File: config.mk
export PLATFORM = sky130hd
export DESIGN_NAME = amta_regs
export DESIGN_NICKNAME = d
export VERILOG_FILES = /design/src/amta_pkg.sv /design/src/amta_regs.sv
export SDC_FILE = /design/constraint.sdc
export NUM_CORES = 1
export LEC_CHECK = 0
export ABC_AREA = 0
export BUFFER_PORTS_ARGS = -buffer_cell sky130_fd_sc_hd__buf_4
export CAP_MARGIN = 20
export CORE_ASPECT_RATIO = 0.9
export CORE_MARGIN = 8
export CORE_UTILIZATION = 26
export CTS_CLUSTER_DIAMETER = 200
export DETAILED_ROUTE_END_ITERATION = 10
export PLACE_DENSITY = 0.57
export SYNTH_ARGS = -nofsm -noshare
export SYNTH_HDL_FRONTEND = slang
export SYNTH_SLANG_ARGS = --single-unit
export TNS_END_PERCENT = 1
File: constraint.sdc
create_clock -name clk -period 2.2 [get_ports clk]
set_clock_uncertainty 0.15 [all_clocks]
set_input_delay 0.11 -clock clk [delete_from_list [all_inputs] [get_ports clk]]
set_output_delay 0.11 -clock clk [all_outputs]
set_load 0.1 [all_outputs]
File: src/amta_pkg.sv
package amta_pkg;

    // ==========================================================
    // register map
    localparam logic [11:0] ADDR_ALARM_OUT = 12'h02c0;
    localparam logic [11:0] ADDR_ALARM_STATUS = 12'h02c1;
    localparam logic [11:0] ADDR_ALARM_MASKS = 12'h02c2;
    localparam logic [11:0] ADDR_LANE_ALARM = 12'h02c4;
    localparam logic [11:0] ADDR_TRIM_A_DUAL = 12'h0310;
    localparam logic [11:0] ADDR_TRIM_B_DUAL = 12'h0313;
    localparam logic [11:0] ADDR_TRIM_A_SINGLE = 12'h0314;
    localparam logic [11:0] ADDR_TRIM_B_SINGLE = 12'h0315;
    localparam logic [11:0] ADDR_OP_MODE = 12'h0300;

    // ==========================================================
    // field positions
    localparam int BIT_LANE_FIFO = 5;
    localparam int BIT_LOCK_LOSS = 4;
    localparam int BIT_SERIAL_LINK = 3;
    localparam int BIT_REALIGN = 2;
    localparam int BIT_OSC_PHASE = 1;
    localparam int BIT_DIV_MISMATCH = 0;
    localparam int BIT_MODE_SINGLE = 0;
    localparam int BIT_MODE_FG_CAL = 1;
    localparam int BIT_MODE_INB = 2;

    // ==========================================================
    // reset values
    localparam logic [5:0] RST_ALARM_MASKS = 6'h3f;
    localparam logic [5:0] RST_ALARM_STATUS = 6'h3f;
    localparam logic [15:0] RST_LANE_ALARM = 16'hffff;
    localparam logic [2:0] RST_OP_MODE = 3'h0;

    // ==========================================================
    // carriers
    typedef struct packed {
        logic [11:0] addr;
        logic [15:0] wdata;
        logic wr;
        logic rd;
    } amta_req_t;

    typedef struct packed {
        logic [7:0] a_dual;
        logic [7:0] b_dual;
        logic [7:0] a_single;
        logic [7:0] b_single;
    } amta_trim_t;

endpackage

File: src/amta_regs.sv
// Added by the designer: strobed register access.
`timescale 1ns/1ps
// How it works
// - mask bit 5 blocks lane fifo flag
// - mask bit 4 blocks lock loss flag
// - mask bit 3 blocks serial link flag
// - mask bit 2 blocks realign flag
// - mask bit 1 blocks oscillator phase flag
// - mask bit 0 blocks divider mismatch flag
// - fault on an active lane sets its lane alarm bit
// - writing one clears lane bit, zero keeps
// - persisting fault sets lane bit again
// - clearing lane fifo flag clears all lanes
// - lane alarm bits all set after reset
// - trim registers drive core sampling delay
// - trims load factory values, software rewritable
// - 0x310 trims core a, dual mode
// - 0x313 trims core b, dual mode
// - 0x314 trims core a, single mode with cal on, input a
// - 0x315 trims core b, single mode with cal on, input a
// - any unmasked status flag raises alarm
// - any fault on an active lane sets lane fifo flag
module amta_regs #(
    parameter int LANES = 16,
    parameter logic [7:0] FUSE_A_DUAL = 8'h00,
    parameter logic [7:0] FUSE_B_DUAL = 8'h00,
    parameter logic [7:0] FUSE_A_SINGLE = 8'h00,
    parameter logic [7:0] FUSE_B_SINGLE = 8'h00
) (
    // clock and reset
    input wire logic clk,
    input wire logic rst_n,
    // register port
    input wire logic [11:0] addr,
    input wire logic [15:0] wdata,
    input wire logic wr_en,
    input wire logic rd_en,
    output logic [15:0] rdata,
    // alarm sources, level while condition holds
    input wire logic [LANES-1:0] lane_fault,
    input wire logic [LANES-1:0] lane_active,
    input wire logic [4:0] other_fault,
    // factory trim load, one-cycle pulse
    input wire logic fuse_load,
    // outputs
    output logic alarm_out,
    output logic [5:0] alarm_status,
    output logic [7:0] trim_core_a,
    output logic [7:0] trim_core_b,
    output amta_pkg::amta_trim_t trim_regs
);

    // ==========================================================
    // decode
    function automatic logic hit(input logic [11:0] a, input logic [11:0] o);
        hit = (a == o);
    endfunction

    amta_pkg::amta_req_t req;
    assign req = '{addr: addr, wdata: wdata, wr: wr_en, rd: rd_en};

    logic [5:0] mask_q;
    logic [5:0] status_q;
    logic [5:0] status_d;
    logic [LANES-1:0] lane_q;
    logic [LANES-1:0] lane_d;
    logic [2:0] mode_q;
    amta_pkg::amta_trim_t trim_q;
    logic [LANES-1:0] lane_hit;
    logic [5:0] src;
    logic status_clr_fifo;

    assign lane_hit = lane_fault & lane_active;
    assign src = {|lane_hit, other_fault};
    assign status_clr_fifo = req.wr && hit(req.addr, amta_pkg::ADDR_ALARM_STATUS)
        && req.wdata[amta_pkg::BIT_LANE_FIFO];

    // ==========================================================
    // mask register
    always_ff @(posedge clk or negedge rst_n)
    begin
        if (!rst_n)
            mask_q <= amta_pkg::RST_ALARM_MASKS;
        else if (req.wr && hit(req.addr, amta_pkg::ADDR_ALARM_MASKS))
            mask_q <= req.wdata[5:0];
    end

    // ==========================================================
    // status flags, set wins over write-one clear
    always_comb
    begin
        status_d = status_q;
        if (req.wr && hit(req.addr, amta_pkg::ADDR_ALARM_STATUS))
            status_d = status_q & ~req.wdata[5:0];
        status_d = status_d | src;
    end

    always_ff @(posedge clk or negedge rst_n)
    begin
        if (!rst_n)
            status_q <= amta_pkg::RST_ALARM_STATUS;
        else
            status_q <= status_d;
    end

    // ==========================================================
    // per-lane alarm, one bit per lane
    genvar gi;
    generate
        for (gi = 0; gi < LANES; gi++)
        begin : g_lane
            always_comb
            begin
                lane_d[gi] = lane_q[gi];
                if (status_clr_fifo)
                    lane_d[gi] = 1'b0;
                else if (req.wr && hit(req.addr, amta_pkg::ADDR_LANE_ALARM)
                    && req.wdata[gi])
                    lane_d[gi] = 1'b0;
                // a fault still present re-arms the bit at once
                if (lane_hit[gi])
                    lane_d[gi] = 1'b1;
            end
        end
    endgenerate

    always_ff @(posedge clk or negedge rst_n)
    begin
        if (!rst_n)
            lane_q <= amta_pkg::RST_LANE_ALARM[LANES-1:0];
        else
            lane_q <= lane_d;
    end

    // ==========================================================
    // mode register: single channel, foreground cal, input b
    always_ff @(posedge clk or negedge rst_n)
    begin
        if (!rst_n)
            mode_q <= amta_pkg::RST_OP_MODE;
        else if (req.wr && hit(req.addr, amta_pkg::ADDR_OP_MODE))
            mode_q <= req.wdata[2:0];
    end

    // ==========================================================
    // timing trims; fuse values load on the fuse strobe
    always_ff @(posedge clk or negedge rst_n)
    begin
        if (!rst_n)
            trim_q <= '0;
        else if (fuse_load)
            trim_q <= '{a_dual: FUSE_A_DUAL, b_dual: FUSE_B_DUAL,
                a_single: FUSE_A_SINGLE, b_single: FUSE_B_SINGLE};
        else if (req.wr)
        begin
            if (hit(req.addr, amta_pkg::ADDR_TRIM_A_DUAL))
                trim_q.a_dual <= req.wdata[7:0];
            if (hit(req.addr, amta_pkg::ADDR_TRIM_B_DUAL))
                trim_q.b_dual <= req.wdata[7:0];
            if (hit(req.addr, amta_pkg::ADDR_TRIM_A_SINGLE))
                trim_q.a_single <= req.wdata[7:0];
            if (hit(req.addr, amta_pkg::ADDR_TRIM_B_SINGLE))
                trim_q.b_single <= req.wdata[7:0];
        end
    end

    // ==========================================================
    // trim selection; single mode sampling input b uses trims outside
    // this block, so the cores then hold the dual values
    logic single_ina;
    assign single_ina = mode_q[amta_pkg::BIT_MODE_SINGLE]
        && mode_q[amta_pkg::BIT_MODE_FG_CAL]
        && !mode_q[amta_pkg::BIT_MODE_INB];

    always_ff @(posedge clk or negedge rst_n)
    begin
        if (!rst_n)
        begin
            trim_core_a <= '0;
            trim_core_b <= '0;
        end
        else if (single_ina)
        begin
            trim_core_a <= trim_q.a_single;
            trim_core_b <= trim_q.b_single;
        end
        else
        begin
            trim_core_a <= trim_q.a_dual;
            trim_core_b <= trim_q.b_dual;
        end
    end

    // ==========================================================
    // aggregated alarm, registered
    always_ff @(posedge clk or negedge rst_n)
    begin
        if (!rst_n)
        begin
            alarm_out <= 1'b0;
            alarm_status <= amta_pkg::RST_ALARM_STATUS;
            trim_regs <= '0;
        end
        else
        begin
            alarm_out <= |(status_d & ~mask_q);
            alarm_status <= status_d;
            trim_regs <= trim_q;
        end
    end

    // ==========================================================
    // read data, one cycle after the strobe; unmapped reads zero
    always_ff @(posedge clk or negedge rst_n)
    begin
        if (!rst_n)
            rdata <= '0;
        else if (!req.rd)
            rdata <= '0;
        else
            case (req.addr)
                amta_pkg::ADDR_ALARM_OUT: rdata <= {15'h0000, alarm_out};
                amta_pkg::ADDR_ALARM_STATUS: rdata <= {10'h000, status_q};
                amta_pkg::ADDR_ALARM_MASKS: rdata <= {10'h000, mask_q};
                amta_pkg::ADDR_LANE_ALARM:
                    rdata <= 16'(lane_q);
                amta_pkg::ADDR_OP_MODE: rdata <= {13'h0000, mode_q};
                amta_pkg::ADDR_TRIM_A_DUAL: rdata <= {8'h00, trim_q.a_dual};
                amta_pkg::ADDR_TRIM_B_DUAL: rdata <= {8'h00, trim_q.b_dual};
                amta_pkg::ADDR_TRIM_A_SINGLE:
                    rdata <= {8'h00, trim_q.a_single};
                amta_pkg::ADDR_TRIM_B_SINGLE:
                    rdata <= {8'h00, trim_q.b_single};
                default: rdata <= '0;
            endcase
    end

    // ==========================================================
    // checks
    // outputs are registered, so each check looks one edge after its cause, except p_lane_set, which checks alarm_status one edge later still
    property p_mask_fifo;
        @(posedge clk) disable iff (!rst_n)
        (mask_q[amta_pkg::BIT_LANE_FIFO] && status_d[5:0] == 6'h20)
            |=> !alarm_out;
    endproperty
    a_mask_fifo: assert property (p_mask_fifo) else $error("masked fifo");

    property p_mask_lock;
        @(posedge clk) disable iff (!rst_n)
        (mask_q[amta_pkg::BIT_LOCK_LOSS] && status_d == 6'h10)
            |=> !alarm_out;
    endproperty
    a_mask_lock: assert property (p_mask_lock) else $error("masked lock");

    property p_mask_link;
        @(posedge clk) disable iff (!rst_n)
        (mask_q[amta_pkg::BIT_SERIAL_LINK] && status_d == 6'h08)
            |=> !alarm_out;
    endproperty
    a_mask_link: assert property (p_mask_link) else $error("masked link");

    property p_mask_algn;
        @(posedge clk) disable iff (!rst_n)
        (mask_q[amta_pkg::BIT_REALIGN] && status_d == 6'h04)
            |=> !alarm_out;
    endproperty
    a_mask_algn: assert property (p_mask_algn) else $error("masked algn");

    property p_mask_osc;
        @(posedge clk) disable iff (!rst_n)
        (mask_q[amta_pkg::BIT_OSC_PHASE] && status_d == 6'h02)
            |=> !alarm_out;
    endproperty
    a_mask_osc: assert property (p_mask_osc) else $error("masked osc");

    property p_mask_div;
        @(posedge clk) disable iff (!rst_n)
        (mask_q[amta_pkg::BIT_DIV_MISMATCH] && status_d == 6'h01)
            |=> !alarm_out;
    endproperty
    a_mask_div: assert property (p_mask_div) else $error("masked div");

    property p_mask_all;
        @(posedge clk) disable iff (!rst_n)
        (mask_q == 6'h3f) |=> !alarm_out;
    endproperty
    a_mask_all: assert property (p_mask_all) else $error("masked alarm");

    property p_unmasked;
        @(posedge clk) disable iff (!rst_n)
        ((status_d & ~mask_q) != 6'h00) |=> alarm_out;
    endproperty
    a_unmasked: assert property (p_unmasked)
        else $error("alarm missing");

    property p_lane_set;
        @(posedge clk) disable iff (!rst_n)
        lane_hit[0] |=> lane_q[0] ##1 alarm_status[5];
    endproperty
    a_lane_set: assert property (p_lane_set) else $error("lane not set");

    property p_lane_clr;
        @(posedge clk) disable iff (!rst_n)
        (req.wr && hit(req.addr, amta_pkg::ADDR_LANE_ALARM) && req.wdata[0]
            && !lane_hit[0]) |=> !lane_q[0];
    endproperty
    a_lane_clr: assert property (p_lane_clr) else $error("lane clr");

    property p_lane_keep;
        @(posedge clk) disable iff (!rst_n)
        (lane_q[1] && !status_clr_fifo && !(req.wr && req.wdata[1]))
            |=> lane_q[1];
    endproperty
    a_lane_keep: assert property (p_lane_keep) else $error("lane lost");

    property p_clr_all;
        @(posedge clk) disable iff (!rst_n)
        (status_clr_fifo && lane_hit == '0) |=> lane_q == '0;
    endproperty
    a_clr_all: assert property (p_clr_all) else $error("clear all");

    property p_trim_dual;
        @(posedge clk) disable iff (!rst_n)
        (!mode_q[amta_pkg::BIT_MODE_SINGLE])
            |=> trim_core_a == $past(trim_q.a_dual);
    endproperty
    a_trim_dual: assert property (p_trim_dual) else $error("trim a");

    property p_trim_rd;
        @(posedge clk) disable iff (!rst_n)
        (req.rd && hit(req.addr, amta_pkg::ADDR_TRIM_B_DUAL))
            |=> rdata[7:0] == $past(trim_q.b_dual);
    endproperty
    a_trim_rd: assert property (p_trim_rd) else $error("trim read");

    property p_trim_bd;
        @(posedge clk) disable iff (!rst_n)
        !single_ina |=> trim_core_b == $past(trim_q.b_dual);
    endproperty
    a_trim_bd: assert property (p_trim_bd) else $error("trim b");

    property p_trim_as;
        @(posedge clk) disable iff (!rst_n)
        single_ina |=> trim_core_a == $past(trim_q.a_single);
    endproperty
    a_trim_as: assert property (p_trim_as) else $error("trim a single");

    property p_trim_bs;
        @(posedge clk) disable iff (!rst_n)
        single_ina |=> trim_core_b == $past(trim_q.b_single);
    endproperty
    a_trim_bs: assert property (p_trim_bs) else $error("trim b single");

    property p_fuse;
        @(posedge clk) disable iff (!rst_n)
        fuse_load |=> trim_q.a_dual == FUSE_A_DUAL
            && trim_q.b_single == FUSE_B_SINGLE;
    endproperty
    a_fuse: assert property (p_fuse) else $error("fuse load");

    property p_lane_rearm;
        @(posedge clk) disable iff (!rst_n)
        (req.wr && hit(req.addr, amta_pkg::ADDR_LANE_ALARM) && req.wdata[0]
            && lane_hit[0]) |=> lane_q[0];
    endproperty
    a_lane_rearm: assert property (p_lane_rearm) else $error("rearm");

    property p_lane_idle;
        @(posedge clk) disable iff (!rst_n)
        (!lane_q[2] && !lane_hit[2]) |=> !lane_q[2];
    endproperty
    a_lane_idle: assert property (p_lane_idle) else $error("lane idle");

    c_alarm: cover property (@(posedge clk) disable iff (!rst_n)
        $rose(alarm_out));
    c_lane_rearm: cover property (@(posedge clk) disable iff (!rst_n)
        (req.wr && hit(req.addr, amta_pkg::ADDR_LANE_ALARM)
            && lane_hit != '0));
    c_single: cover property (@(posedge clk) disable iff (!rst_n)
        single_ina);

endmodule

==> reports/qor.txt <==
power per cell area - 690 nW/um^2
Clock transition at path regs - 60 ps
first-pass GRT wire length - 28,900 um
CP Capture Type - flip-flop
worst reg-to-reg setup slack - 480 ps
worst setup margin - 54.2 ps
Max Cap Violations - 0
worst-path fanout max - 15
EDFF count, synth - 0
ANT nets after route - 0
Seq pwr share - 42.7%
sw frac - 21.6%
Main synth FF type - dfrtp_1
root buffer cell - clkbuf_16
crit path DAT - 2330 ps
Initial DRT Pass Iterations - 5
Detailed Place HPWL - 13,700 um
core area - 20,000 sq um
post-synthesis cell area - 5320 sq um
Residual DRC - 0
layout overhead on the synthesized area - 50.6%
synthesis-stage register bit count - 128
pin count of the biggest net entering global routing - 58
sw power - 1.19 mW
clk_lat worst skew - 410 ps
Total Routing Usage GR - 14.9%
# H-tree levels - 4
# diodes - 0
critical path class - input pin to flip-flop
Worst setup SP type - input pin
Clk pwr share - 51.1%
Mean Syn Cell Area - 12.0 sq um
Core Util, Final - 39.9%
starting density of the core - 26.5%
drt wl/cell - 19.9 um
clock buffer depth - 2
row count - 49
Ports - 141
initial antenna violation count - 0
CP Data Required Time - 2380 ps
final worst path period share - 97.5%
WL final - 18,500 um
DR iter-0 viols - 364
Gate power share - 6.2%
Die Wd - 167 um
RePlAce Congestion - 0.902
Clock Sinks - 128
Pint - 4.34 mW
Mapped Nets - 514
Max rail drop VDD - 0.474 mV
minimum clock period - 2150 ps
Slew HR - 66.2%
Slew Limit Fails - 0
Vias - 4,578
Vias/cell - 4.92
Worst Hold Class - input pin to flip-flop
outcome - finished, final reports clean
Slew @ Worst Pin - 499 ps
Nets - 732
post-place setup slack - 63.2 ps
DIE AREA - 25,300 sq um
leakage - 3.69 nW
Chip Height - 152 um
number of global-route vias before repair - 4,980
Setup Viol. Count Final - 0
share of post-route cells with drive strength above 1 - 39.6%
GRT overflow - 0
final hold viol count - 0
Synth cell types - 56
Cells after Synth - 444
sequential share of the synthesized area - 60.9%
CTS tree - done
port buffer count - 140
FMAX - 466 MHz
Hold Slack - 34.8 ps
Synth Warn # - 0
RSZ-0062 raised after global routing - yes
TritonCTS Buffers - 17
asr flop ratio synth - 100%
-- cell families (layout without fill, tap and decap cells) --
group                  after synthesis  count (layout)  share of synthesized area, %
flip-flops                         128             128                          60.9
buffers and inverters               29             260                          2.38
AO/OA/AOI/OAI                       99              99                          13.6
multiplexers                        38              38                          7.81
AND/OR/NAND/NOR                    150             150                          15.3
-- cell type report --
cell class	count	area [sq um]
tap	255	319
sequential	128	3240
clock buffer	23	498
inverter	6	22.5
clock inverter	9	105
multi-input combinational	287	1970
fill	1911	12000
timing repair buffer	222	1860
-- final timing paths --
path | cells after the start | endpoint | from
min in group asynchronous | 2 | lane_q[8] | rst_n
min | 4 | mode_q[0] | addr[4]
min reg2reg | 0 | trim_regs[30] | trim_q[30]
max reg2reg | 4 | rdata[6] | trim_q[14]
max | 9 | lane_q[8] | addr[11]
max in group asynchronous | 3 | rdata[9] | rst_n
-- critical path: stages --
cell and delay (ps):
buf_4 130, or3b_1 430, nor3_4 250, buf_6 150
and3_1 200, buf_12 160, nand2_1 80, a32o_1 260
dlygate4sd3_1 570
-- state kept, by name, indices dropped and copies added, names as in the netlist --
signal / flops
rdata: 16
mask_q: 6
alarm_out: 1
lane_q: 16
mode_q: 3
trim_q: 32
trim_core_a: 8
trim_core_b: 8
alarm_status: 6
trim_regs: 32
-- layout by cell type, fill, tap and decap left out, types with 6 or more instances in the layout --
cell type / instances
dfrtp_1: 100
dfstp_2: 28
a21oi_1: 34
dlygate4sd3_1: 55
nor2_1: 20
nand2_1: 69
inv_1: 6
and2_1: 11
a32o_1: 15
nand3_1: 12
a22oi_1: 17
buf_4: 162
clkbuf_16: 17
and3_1: 7
mux2i_1: 10
mux2_2: 28
-- synth_stat cells, types with 5 or more instances --
cell	count	area [sq um]
a22oi_1	17	128
nor2_1	20	75.1
and3_1	7	43.8
mux2_2	28	315
buf_2	5	25.0
nand3_1	12	60.1
dfrtp_1	100	2500
a32o_1	15	150
clkbuf_1	14	52.6
a21oi_1	34	170
and2_1	11	68.8
nand2_1	69	259
dfstp_2	28	736
mux2i_1	10	100
inv_1	6	22.5
a22o_1	5	43.8
-- power groups by stage --
stage	clock (mW)	sequential, mW	combinational (mW)
6_report	2.82	2.36	0.344
2_1_floorplan	0	2.40	0.0749
3_5_place_dp	0	2.40	0.291
3_3_place_gp	0	2.40	0.288
5_1_grt	2.98	2.36	0.373
4_1_cts	2.89	2.36	0.343
-- stage by stage --
stage                     power [mW]  cell area (sq um)  TNS, ps  cells
after floorplan                 2.48               5320        0    444
after global placement          2.69               6830        0    841
after detailed placement        2.69               6830        0    841
after CTS                       5.59               7980        0    928
after global routing            5.71               8010    -5.72    930
final                           5.53               8010        0    930
-- layer usage --
metal  track usage (%)  share of wire, %
met5                 0                 0
met4              5.67               2.3
met3              4.20               6.6
met2              24.8                48
met1              18.4                43
-- what timing repair did --
item,4_1_cts,5_1_grt
resized for setup,0,2
buffers inserted,0,2
setup endpoints to repair,0,15
hold buffers,55,0
endpoints found under the hold margin,178,0
Power figures use the tool's default switching activity.
